==> config.mk <==
export PLATFORM = sky130hd
export DESIGN_NAME = cscr_regs
export DESIGN_NICKNAME = d
export VERILOG_FILES = /design/src/common/cscr_pkg.sv /design/src/common/cscr_flag_if.sv /design/src/rtl/cscr_flag_eval.sv /design/src/rtl/cscr_regs.sv
export VERILOG_INCLUDE_DIRS = /design/src /design/src/common
export SDC_FILE = /design/constraint.sdc
export NUM_CORES = 1
export LEC_CHECK = 0
export BUFFER_PORTS_ARGS = -buffer_cell sky130_fd_sc_hd__buf_2
export CELL_PAD_IN_SITES_DETAIL_PLACEMENT = 0
export CELL_PAD_IN_SITES_GLOBAL_PLACEMENT = 2
export CORE_UTILIZATION = 28
export DETAILED_ROUTE_END_ITERATION = 6
export GPL_ROUTABILITY_DRIVEN = 0
export PLACE_DENSITY_LB_ADDON = 0.1
export SYNTH_ARGS = -nofsm -noshare
export SYNTH_HDL_FRONTEND = slang
export SYNTH_SLANG_ARGS = --single-unit
==> constraint.sdc <==
create_clock -name clk -period 2.46 [get_ports clk]
set_clock_uncertainty 0.2 [all_clocks]
set_input_delay 0.246 -clock clk [delete_from_list [all_inputs] [get_ports clk]]
set_output_delay 0.246 -clock clk [all_outputs]
set_load 0.1 [all_outputs]
==> src/common/cscr_regs.svh <==
`ifndef CSCR_REGS_SVH
`define CSCR_REGS_SVH
// Register selects on the core data port
`define CSCR_SEL_STATUS   2'h0
`define CSCR_SEL_CONTROL  2'h1
`define CSCR_SEL_WSET     2'h2
// Status field positions
`define CSCR_ST_AOVF      15
`define CSCR_ST_BOVF      14
`define CSCR_ST_ACLIP     13
`define CSCR_ST_BCLIP     12
`define CSCR_ST_ANY_OVF   11
`define CSCR_ST_ANY_CLIP  10
`define CSCR_ST_DO_BUSY   9
`define CSCR_ST_HALF      8
`define CSCR_ST_LVL_HI    7
`define CSCR_ST_LVL_LO    5
`define CSCR_ST_REP_BUSY  4
`define CSCR_ST_NEG       3
`define CSCR_ST_SOVF      2
`define CSCR_ST_ZERO      1
`define CSCR_ST_CARRY     0
// Control field positions
`define CSCR_CC_VAR       15
`define CSCR_CC_MUL_HI    13
`define CSCR_CC_MUL_LO    12
`define CSCR_CC_EXIT      11
`define CSCR_CC_NEST_HI   10
`define CSCR_CC_NEST_LO   8
`define CSCR_CC_ACLIP_EN  7
`define CSCR_CC_BCLIP_EN  6
`define CSCR_CC_SCLIP_EN  5
`define CSCR_CC_CLIP_W    4
`define CSCR_CC_LVL_TOP   3
`define CSCR_CC_FRAME     2
`define CSCR_CC_ROUND     1
`define CSCR_CC_INT_MUL   0
// Reset values
`define CSCR_STATUS_RST   16'h0000
`define CSCR_CONTROL_RST  16'h0020
// Reserved multiply signedness code
`define CSCR_MUL_RSVD     2'h3
// Priority level that blocks user interrupts
`define CSCR_LVL_BLOCK    3'h7
`endif

==> src/common/cscr_pkg.sv <==
package cscr_pkg;
	typedef enum logic [1:0] {
		CSCR_MUL_SIGNED = 2'h0,
		CSCR_MUL_UNSIGNED = 2'h1,
		CSCR_MUL_MIXED = 2'h2
	} cscr_mul_t;

	// ALU flag update from the datapath
	typedef struct packed {
		logic n;
		logic ov;
		logic z;
		logic c;
		logic dc;
	} cscr_alu_t;
endpackage

==> src/common/cscr_flag_if.sv <==
`timescale 1ns/10ps
// Carries one ALU flag update between the top and the flag unit
interface cscr_flag_if;
	logic                    upd;
	logic [15:0]             result;
	logic                    carry_out;
	logic                    half_out_b;
	logic                    half_out_w;
	logic                    is_byte;
	logic                    ovf;
	cscr_pkg::cscr_alu_t     flags;
	modport src (output upd, output result, output carry_out,
		output half_out_b, output half_out_w, output is_byte,
		output ovf, input flags);
	modport dst (input upd, input result, input carry_out,
		input half_out_b, input half_out_w, input is_byte,
		input ovf, output flags);
endinterface // cscr_flag_if

==> src/rtl/cscr_flag_eval.sv <==
`timescale 1ns/10ps
// Derives the next ALU condition flags from one result
module cscr_flag_eval (
	cscr_flag_if.dst fl
);
	// Byte results take sign from bit 7, words from bit 15
	always_comb begin
		fl.flags.n  = fl.is_byte ? fl.result[7] : fl.result[15];
		fl.flags.ov = fl.ovf;
		fl.flags.z  = fl.is_byte ? (fl.result[7:0] == 8'h00)
			: (fl.result == 16'h0000);
		fl.flags.c  = fl.carry_out;
		fl.flags.dc = fl.is_byte ? fl.half_out_b : fl.half_out_w;
	end
endmodule // cscr_flag_eval

==> src/rtl/cscr_regs.sv <==
`timescale 1ns/10ps
`include "cscr_regs.svh"
// Summary of operation
// - Status bits 15/14 show accumulator overflow
// - Saturation flags stick until software clears
// - Bits 11/10 read OR of pairs
// - Sticky flags written directly or via bit 10
// - Bits 9 and 4 show loop activity
// - Half carry from bit 4 or 8
// - Priority low three plus control bit 3
// - Level 7 or top bit blocks interrupts
// - Priority field locked against register writes when nesting disabled
// - Negative flag follows result sign
// - Signed overflow flag from two's complement
// - Zero flag set by zero result, cleared by non-zero
// - Carry flag is carry or borrow
// - Control 15 latency select, 14 reads zero
// - Multiply signedness field, code 11 reserved
// - Writing early exit ends DO loop
// - Nesting depth read-only, zero to seven
// - Saturation enables, store enable resets one
// - Control 4 selects saturation width
// - Stack frame bit widens pointer addressing
// - Rounding style and integer multiply select
// - Context status reports active, manual set
module cscr_regs (
	input  wire logic        clk,
	input  wire logic        rst_n,
	// Software data port
	input  wire logic [1:0]  reg_sel,
	input  wire logic        reg_wr,
	input  wire logic [15:0] reg_wdata,
	output logic      [15:0] reg_rdata,
	// Accumulator events
	input  wire logic        acc_a_overflow_in,
	input  wire logic        acc_b_overflow_in,
	input  wire logic        acc_a_sat_evt,
	input  wire logic        acc_b_sat_evt,
	// ALU flag update
	input  wire logic        alu_upd,
	input  wire logic [15:0] alu_result,
	input  wire logic        alu_carry,
	input  wire logic        alu_half_b,
	input  wire logic        alu_half_w,
	input  wire logic        alu_is_byte,
	input  wire logic        alu_ovf,
	// Loop hardware and context
	input  wire logic        do_loop_busy,
	input  wire logic        repeat_loop_busy,
	input  wire logic [2:0]  do_nesting_depth,
	input  wire logic        stack_frame_live,
	input  wire logic [2:0]  active_wset_id,
	input  wire logic [2:0]  manual_wset_id,
	input  wire logic        nesting_disable,
	// Hardware priority load from interrupt controller
	input  wire logic        prio_load,
	input  wire logic [3:0]  prio_value,
	// Outputs to the core
	output logic      [3:0]  cpu_priority,
	output logic             user_irq_block,
	output logic             var_latency_en,
	output cscr_pkg::cscr_mul_t dsp_mul_signedness,
	output logic             do_loop_early_exit,
	output logic             acc_a_clip_en,
	output logic             acc_b_clip_en,
	output logic             store_clip_en,
	output logic             clip_width_sel,
	output logic             round_style,
	output logic             int_mul_sel,
	output logic             ptr_full_range
);
	typedef struct packed {
		logic [15:0] st;
		logic [15:0] cc;
		logic [15:0] rd;
		logic        exit_pulse;
	} cscr_state_t;

	cscr_state_t q;
	cscr_state_t next_q;
	cscr_flag_if fl ();

	////////////////////////////////////////////////////////////////////////
	// Flag evaluation
	assign fl.upd        = alu_upd;
	assign fl.result     = alu_result;
	assign fl.carry_out  = alu_carry;
	assign fl.half_out_b = alu_half_b;
	assign fl.half_out_w = alu_half_w;
	assign fl.is_byte    = alu_is_byte;
	assign fl.ovf        = alu_ovf;

	cscr_flag_eval u_flag (
		.fl (fl)
	);

	// Read assembly, shared by the read register
	function automatic logic [15:0] status_view(input logic [15:0] s,
		input logic da, input logic ra);
		logic [15:0] v;
		v = s;
		v[`CSCR_ST_ANY_OVF]  = s[`CSCR_ST_AOVF] | s[`CSCR_ST_BOVF];
		v[`CSCR_ST_ANY_CLIP] = s[`CSCR_ST_ACLIP] | s[`CSCR_ST_BCLIP];
		v[`CSCR_ST_DO_BUSY]  = da;
		v[`CSCR_ST_REP_BUSY] = ra;
		return v;
	endfunction

	////////////////////////////////////////////////////////////////////////
	// Next state
	always_comb begin
		logic wst;
		logic wcc;
		wst = reg_wr && (reg_sel == `CSCR_SEL_STATUS);
		wcc = reg_wr && (reg_sel == `CSCR_SEL_CONTROL);
		next_q = q;
		next_q.exit_pulse = 1'b0;
		if (wst) begin
			next_q.st[`CSCR_ST_AOVF] = reg_wdata[`CSCR_ST_AOVF];
			next_q.st[`CSCR_ST_BOVF] = reg_wdata[`CSCR_ST_BOVF];
			next_q.st[`CSCR_ST_ACLIP] = reg_wdata[`CSCR_ST_ACLIP];
			next_q.st[`CSCR_ST_BCLIP] = reg_wdata[`CSCR_ST_BCLIP];
			// clearing bit 10 clears both sticky flags
			if (!reg_wdata[`CSCR_ST_ANY_CLIP]) begin
				next_q.st[`CSCR_ST_ACLIP] = 1'b0;
				next_q.st[`CSCR_ST_BCLIP] = 1'b0;
			end
			// clearing bit 11 clears both overflow flags
			if (!reg_wdata[`CSCR_ST_ANY_OVF]) begin
				next_q.st[`CSCR_ST_AOVF] = 1'b0;
				next_q.st[`CSCR_ST_BOVF] = 1'b0;
			end
			if (!nesting_disable)
				next_q.st[`CSCR_ST_LVL_HI:`CSCR_ST_LVL_LO] =
					reg_wdata[`CSCR_ST_LVL_HI:`CSCR_ST_LVL_LO];
			next_q.st[3:0] = reg_wdata[3:0];
			next_q.st[`CSCR_ST_HALF] = reg_wdata[`CSCR_ST_HALF];
		end
		// live overflow status from accumulators wins
		if (acc_a_overflow_in)
			next_q.st[`CSCR_ST_AOVF] = 1'b1;
		if (acc_b_overflow_in)
			next_q.st[`CSCR_ST_BOVF] = 1'b1;
		// saturation sets win over a clear
		if (acc_a_sat_evt)
			next_q.st[`CSCR_ST_ACLIP] = 1'b1;
		if (acc_b_sat_evt)
			next_q.st[`CSCR_ST_BCLIP] = 1'b1;
		if (fl.upd) begin
			next_q.st[`CSCR_ST_NEG]  = fl.flags.n;
			next_q.st[`CSCR_ST_SOVF] = fl.flags.ov;
			if (!fl.flags.z)
				next_q.st[`CSCR_ST_ZERO] = 1'b0;
			else
				next_q.st[`CSCR_ST_ZERO] = 1'b1;
			next_q.st[`CSCR_ST_CARRY] = fl.flags.c;
			next_q.st[`CSCR_ST_HALF]  = fl.flags.dc;
		end
		// Derived and loop bits live outside the stored word
		next_q.st[`CSCR_ST_ANY_OVF]  = 1'b0;
		next_q.st[`CSCR_ST_ANY_CLIP] = 1'b0;
		next_q.st[`CSCR_ST_DO_BUSY]  = 1'b0;
		next_q.st[`CSCR_ST_REP_BUSY] = 1'b0;
		if (wcc) begin
			next_q.cc[`CSCR_CC_VAR] = reg_wdata[`CSCR_CC_VAR];
			if (reg_wdata[`CSCR_CC_MUL_HI:`CSCR_CC_MUL_LO] != `CSCR_MUL_RSVD)
				next_q.cc[`CSCR_CC_MUL_HI:`CSCR_CC_MUL_LO] =
					reg_wdata[`CSCR_CC_MUL_HI:`CSCR_CC_MUL_LO];
			// early exit is a write pulse
			next_q.exit_pulse = reg_wdata[`CSCR_CC_EXIT];
			next_q.cc[7:5] = reg_wdata[7:5];
			next_q.cc[`CSCR_CC_CLIP_W] = reg_wdata[`CSCR_CC_CLIP_W];
			// top bit may only be cleared
			if (!reg_wdata[`CSCR_CC_LVL_TOP])
				next_q.cc[`CSCR_CC_LVL_TOP] = 1'b0;
			next_q.cc[`CSCR_CC_ROUND]   = reg_wdata[`CSCR_CC_ROUND];
			next_q.cc[`CSCR_CC_INT_MUL] = reg_wdata[`CSCR_CC_INT_MUL];
		end
		if (prio_load) begin
			next_q.st[`CSCR_ST_LVL_HI:`CSCR_ST_LVL_LO] = prio_value[2:0];
			next_q.cc[`CSCR_CC_LVL_TOP] = prio_value[3];
		end
		// unimplemented and status-only bits stay zero
		next_q.cc[14] = 1'b0;
		next_q.cc[`CSCR_CC_EXIT] = 1'b0;
		next_q.cc[`CSCR_CC_NEST_HI:`CSCR_CC_NEST_LO] = 3'h0;
		next_q.cc[`CSCR_CC_FRAME] = 1'b0;
		// Registered read data
		case (reg_sel)
			`CSCR_SEL_STATUS:
				next_q.rd = status_view(q.st, do_loop_busy,
					repeat_loop_busy);
			`CSCR_SEL_CONTROL: begin
				next_q.rd = q.cc;
				next_q.rd[`CSCR_CC_NEST_HI:`CSCR_CC_NEST_LO] =
					do_nesting_depth;
				next_q.rd[`CSCR_CC_FRAME] = stack_frame_live;
			end
			`CSCR_SEL_WSET:
				next_q.rd = {5'h00, active_wset_id, 5'h00, manual_wset_id};
			default:
				next_q.rd = 16'h0000;
		endcase
	end

	// Single state register; reset leaves store saturation on
	always_ff @(posedge clk or negedge rst_n) begin
		if (!rst_n) begin
			q.st  <= `CSCR_STATUS_RST;
			q.cc  <= `CSCR_CONTROL_RST;
			q.rd  <= 16'h0000;
			q.exit_pulse <= 1'b0;
		end else begin
			q <= next_q;
		end
	end

	////////////////////////////////////////////////////////////////////////
	// Outputs
	assign reg_rdata = q.rd;
	assign cpu_priority = {q.cc[`CSCR_CC_LVL_TOP],
		q.st[`CSCR_ST_LVL_HI:`CSCR_ST_LVL_LO]};
	// block level 7 or any upper level
	assign user_irq_block = q.cc[`CSCR_CC_LVL_TOP] ||
		(q.st[`CSCR_ST_LVL_HI:`CSCR_ST_LVL_LO] == `CSCR_LVL_BLOCK);
	assign var_latency_en = q.cc[`CSCR_CC_VAR];
	assign dsp_mul_signedness =
		cscr_pkg::cscr_mul_t'(q.cc[`CSCR_CC_MUL_HI:`CSCR_CC_MUL_LO]);
	assign do_loop_early_exit = q.exit_pulse;
	assign acc_a_clip_en  = q.cc[`CSCR_CC_ACLIP_EN];
	assign acc_b_clip_en  = q.cc[`CSCR_CC_BCLIP_EN];
	assign store_clip_en  = q.cc[`CSCR_CC_SCLIP_EN];
	assign clip_width_sel = q.cc[`CSCR_CC_CLIP_W];
	assign round_style    = q.cc[`CSCR_CC_ROUND];
	assign int_mul_sel    = q.cc[`CSCR_CC_INT_MUL];
	// full 64K range while frame live
	assign ptr_full_range = stack_frame_live;

	////////////////////////////////////////////////////////////////////////
	// Checks
	property p_sticky_hold;
		@(posedge clk) disable iff (!rst_n)
		acc_a_sat_evt |=> q.st[`CSCR_ST_ACLIP];
	endproperty
	a_sticky_hold: assert property (p_sticky_hold)
		else $error("sticky A not set");

	// Only a status write may drop the sticky flag
	property p_sticky_keep;
		@(posedge clk) disable iff (!rst_n)
		(q.st[`CSCR_ST_ACLIP] && !(reg_wr && reg_sel == `CSCR_SEL_STATUS))
			|=> q.st[`CSCR_ST_ACLIP];
	endproperty
	a_sticky_keep: assert property (p_sticky_keep)
		else $error("sticky A lost without a write");

	property p_block;
		@(posedge clk) disable iff (!rst_n)
		(cpu_priority == 4'h7 || cpu_priority[3]) |-> user_irq_block;
	endproperty
	a_block: assert property (p_block)
		else $error("user interrupts not blocked");

	property p_unblock;
		@(posedge clk) disable iff (!rst_n)
		(cpu_priority != 4'h7 && !cpu_priority[3]) |-> !user_irq_block;
	endproperty
	a_unblock: assert property (p_unblock)
		else $error("user interrupts blocked below level 7");

	property p_ipl_lock;
		@(posedge clk) disable iff (!rst_n)
		(nesting_disable && !prio_load) |=>
			$stable(q.st[`CSCR_ST_LVL_HI:`CSCR_ST_LVL_LO]);
	endproperty
	a_ipl_lock: assert property (p_ipl_lock)
		else $error("priority changed while locked");

	property p_prio_load;
		@(posedge clk) disable iff (!rst_n)
		prio_load |=> cpu_priority == $past(prio_value);
	endproperty
	a_prio_load: assert property (p_prio_load)
		else $error("priority level not loaded");

	// Back-to-back exit writes may keep the pulse high legally
	property p_edt_pulse;
		@(posedge clk) disable iff (!rst_n)
		(reg_wr && reg_sel == `CSCR_SEL_CONTROL && reg_wdata[`CSCR_CC_EXIT])
			|=> do_loop_early_exit;
	endproperty
	a_edt_pulse: assert property (p_edt_pulse)
		else $error("early exit pulse missing");

	property p_edt_only;
		@(posedge clk) disable iff (!rst_n)
		!(reg_wr && reg_sel == `CSCR_SEL_CONTROL &&
			reg_wdata[`CSCR_CC_EXIT]) |=> !do_loop_early_exit;
	endproperty
	a_edt_only: assert property (p_edt_only)
		else $error("early exit pulse without a write");

	property p_zero_clear;
		@(posedge clk) disable iff (!rst_n)
		(alu_upd && alu_result != 16'h0000 && !alu_is_byte)
			|=> !q.st[`CSCR_ST_ZERO];
	endproperty
	a_zero_clear: assert property (p_zero_clear)
		else $error("zero flag not cleared");

	property p_carry;
		@(posedge clk) disable iff (!rst_n)
		alu_upd |=> q.st[`CSCR_ST_CARRY] == $past(alu_carry);
	endproperty
	a_carry: assert property (p_carry)
		else $error("carry flag wrong");

	property p_half_word;
		@(posedge clk) disable iff (!rst_n)
		(alu_upd && !alu_is_byte)
			|=> q.st[`CSCR_ST_HALF] == $past(alu_half_w);
	endproperty
	a_half_word: assert property (p_half_word)
		else $error("word half carry wrong");

	property p_rsvd_us;
		@(posedge clk) disable iff (!rst_n)
		dsp_mul_signedness != `CSCR_MUL_RSVD;
	endproperty
	a_rsvd_us: assert property (p_rsvd_us)
		else $error("reserved signedness held");

	property p_depth_rd;
		@(posedge clk) disable iff (!rst_n)
		(reg_sel == `CSCR_SEL_CONTROL) |=>
			reg_rdata[`CSCR_CC_NEST_HI:`CSCR_CC_NEST_LO] ==
				$past(do_nesting_depth);
	endproperty
	a_depth_rd: assert property (p_depth_rd)
		else $error("depth read mismatch");
endmodule // cscr_regs

==> metrics <==
share of layout cells above drive strength 1 0.4327; vias in the first global route 1519; Diodes inserted 0; Comb power frac 0.369; worst vdd ir 227.0 uV; DRT antenna net count 0; Worst R2R Path Depth 3; met1 Usage GRT 0.1626; outcome finished, violations left; Post-Place Setup Slack 0.5939 ns; Max-cap violations 0; commonest cells after routing, fill and taps aside buf_2 (95), dfrtp_1 (38), nor2_1 (26), dlygate4sd3_1 (22), mux2i_1 (20); CTS tree done; switching power total 851.8 uW; Mapped Cells 177; worst-path fanout max 4; Worst Max-Slew Pin Slew 0.8948 ns; die extent in y 84.61 um; H-tree levels 2; clk root buf clkbuf_8; DRC 1; met3 Use GR 0.04523; clock share of power 0.266; Setup crit start kind flop; hold endpoint acc_b_clip_en; headroom to the max-slew limit 0.4034; DR WL/cell 12.57 um; TNS Setup 0 ns; met2 Usage GRT 0.2239; largest net degree at the start of global routing 40; insertion delay to the later sink of the worst-skew pair 0.28 ns; failing checks design-rule violations; CTS max path bufs 2; Synth warnings 0; total CTS buffers 5; critical path endpoint category output pin; Vias/cell 4.244; Pwr Density 788.2 nW/um^2; Fin. Hold Viols 0; RSZ-0062 raised after global routing no; Initial Util 0.2958; commonest non-fill, non-tap cell in the layout buf_2; maximum clock rate 582.0 MHz; Reg-to-Reg Start q[41]; post-synthesis cell type count 26; Seq cells post-synth 39; GRT busiest layer met2; DRT Wirelength 4423 um; via count 1494; DR pass1 iterations 7; antenna violations before repair 0; crit path kind reg -> out; Reg2Reg Setup Slack 1.37 ns; critical path arrival 1.27 ns; data required time at the worst endpoint 2.01 ns; Core Region 6459 um^2; Tot Pwr 2063 uW; mapped cell area 1911 um^2; syn nets 242; Switching Share 0.4129; row count 29; first-pass GRT wire length 7341 um; die area 7158 um^2; Final Max Tran Viols 0; first-iteration detailed-routing DRC count 34; Pint 1211 uW; CTS clk-pin slew, worst paths 0.07 ns; RR Endpoint q[41]; register area share after synthesis 0.5115; global-route usage over all layers 0.1337; DP Wirelength 3162 um; syn_area_per_cell 10.79 um^2; clk sinks 39; Die X 84.61 um; hold_sp reg_wdata[6]; HP Class in -> reg; Final min period 1.718 ns; Port Buffer Count 95; final core utilization 0.4053; endpoints failing setup 0; io pins 97; total gr overflow 0; Hold Path Cell Cnt 2; sequential power share 0.365; static leakage 0.001341 uW; P&R area growth vs syn 37.00%; final worst path period share 0.6984; Final nets 339; Final WS setup 0.7419 ns
## power groups by stage
stage                     Combinational [uW]  Clock, uW  Sequential [uW]
after floorplan                          479          0              924
after global placement                   740          0              767
after detailed placement                 740          0              767
after CTS                                767        575              754
after global routing                     798        602              764
final                                    760        550              753
## flip-flops by register name, summed over array words and instances (netlist names)
register,count
var_latency_en,1
int_mul_sel,1
reg_rdata,16
cpu_priority,4
dsp_mul_signedness,2
do_loop_early_exit,1
acc_b_clip_en,1
acc_a_clip_en,1
store_clip_en,1
round_style,1
clip_width_sel,1
q,9
## Yosys cell counts (all sizes together)
cell type	count	area [um^2]
a211o	4	35.03
a21oi	5	25.02
a31o	1	8.760
buf	29	225.2
clkbuf	2	7.510
dfrtp	38	950.9
dfstp	1	26.28
inv	1	3.750
mux2	9	108.9
mux2i	20	200.2
nand2	16	60.06
nand3b	1	7.510
nand4b	1	8.760
nor2	27	117.6
nor2b	1	6.260
nor3	2	10.01
nor3b	1	7.510
nor4	3	18.77
o21ai	13	65.06
o22a	1	8.760
or3b	1	8.760
## per-layer routing
metal | vias up | routed length, um
met5 | - | 0
li1 | 767 | -
met1 | 671 | 1921
met4 | 0 | 31
met3 | 2 | 239
met2 | 54 | 2231
## area by class of cell
class / instances / area (um^2)
fillers: 657 / 3841
flip-flops and latches: 39 / 977.2
repair buffers: 121 / 725.7
multi-input cells: 106 / 696.9
well taps: 77 / 96.34
clock buffers: 6 / 82.58
clock inverters: 2 / 35.03
inverters: 1 / 3.754
## kinds of logic after synthesis
logic type             count (synthesis)  synth area share
and+or+nand+nor                       53            0.1284
DFF                                   39            0.5115
buffers and inverters                 32            0.1238
muxes                                 29            0.1618
AOI/OAI and AO/OA                     24           0.07465
## per-stage QoR
stage	hold slack, ns	std cells	cell area (um^2)
6_report	0.01744	352	2618
3_3_place_gp	0.2314	322	2280
4_1_cts	0.004346	352	2618
2_1_floorplan	-0.2496	177	1911
5_1_grt	0.002139	352	2618
3_5_place_dp	0.2281	322	2280
## how the worst max path moves through the flow
stage	end	depth (start not counted)	startpoint	slack, ns
after detailed placement	acc_a_clip_en	4	reg_sel[1]	0.59
after global placement	acc_b_clip_en	4	reg_sel[1]	0.62
after floorplan	q[36]	6	reg_sel[1]	0.84
final	user_irq_block	2	cpu_priority[2]	0.74
after global routing	user_irq_block	2	cpu_priority[2]	0.68
after CTS	user_irq_block	2	cpu_priority[2]	0.72
## what timing repair did
item / 4_1_cts / 5_1_grt
hold endpoints to repair: 59 / 0
setup buffers: 0 / 0
resized for setup: 0 / 0
hold buffers: 22 / 0
## critical path, cell delays in order, from the launching register on
cell and delay [ns]:
dfrtp_1 0.42, a31o_2 0.16, buf_2 0.41
Note: power is estimated with default switching activity, not from simulation.
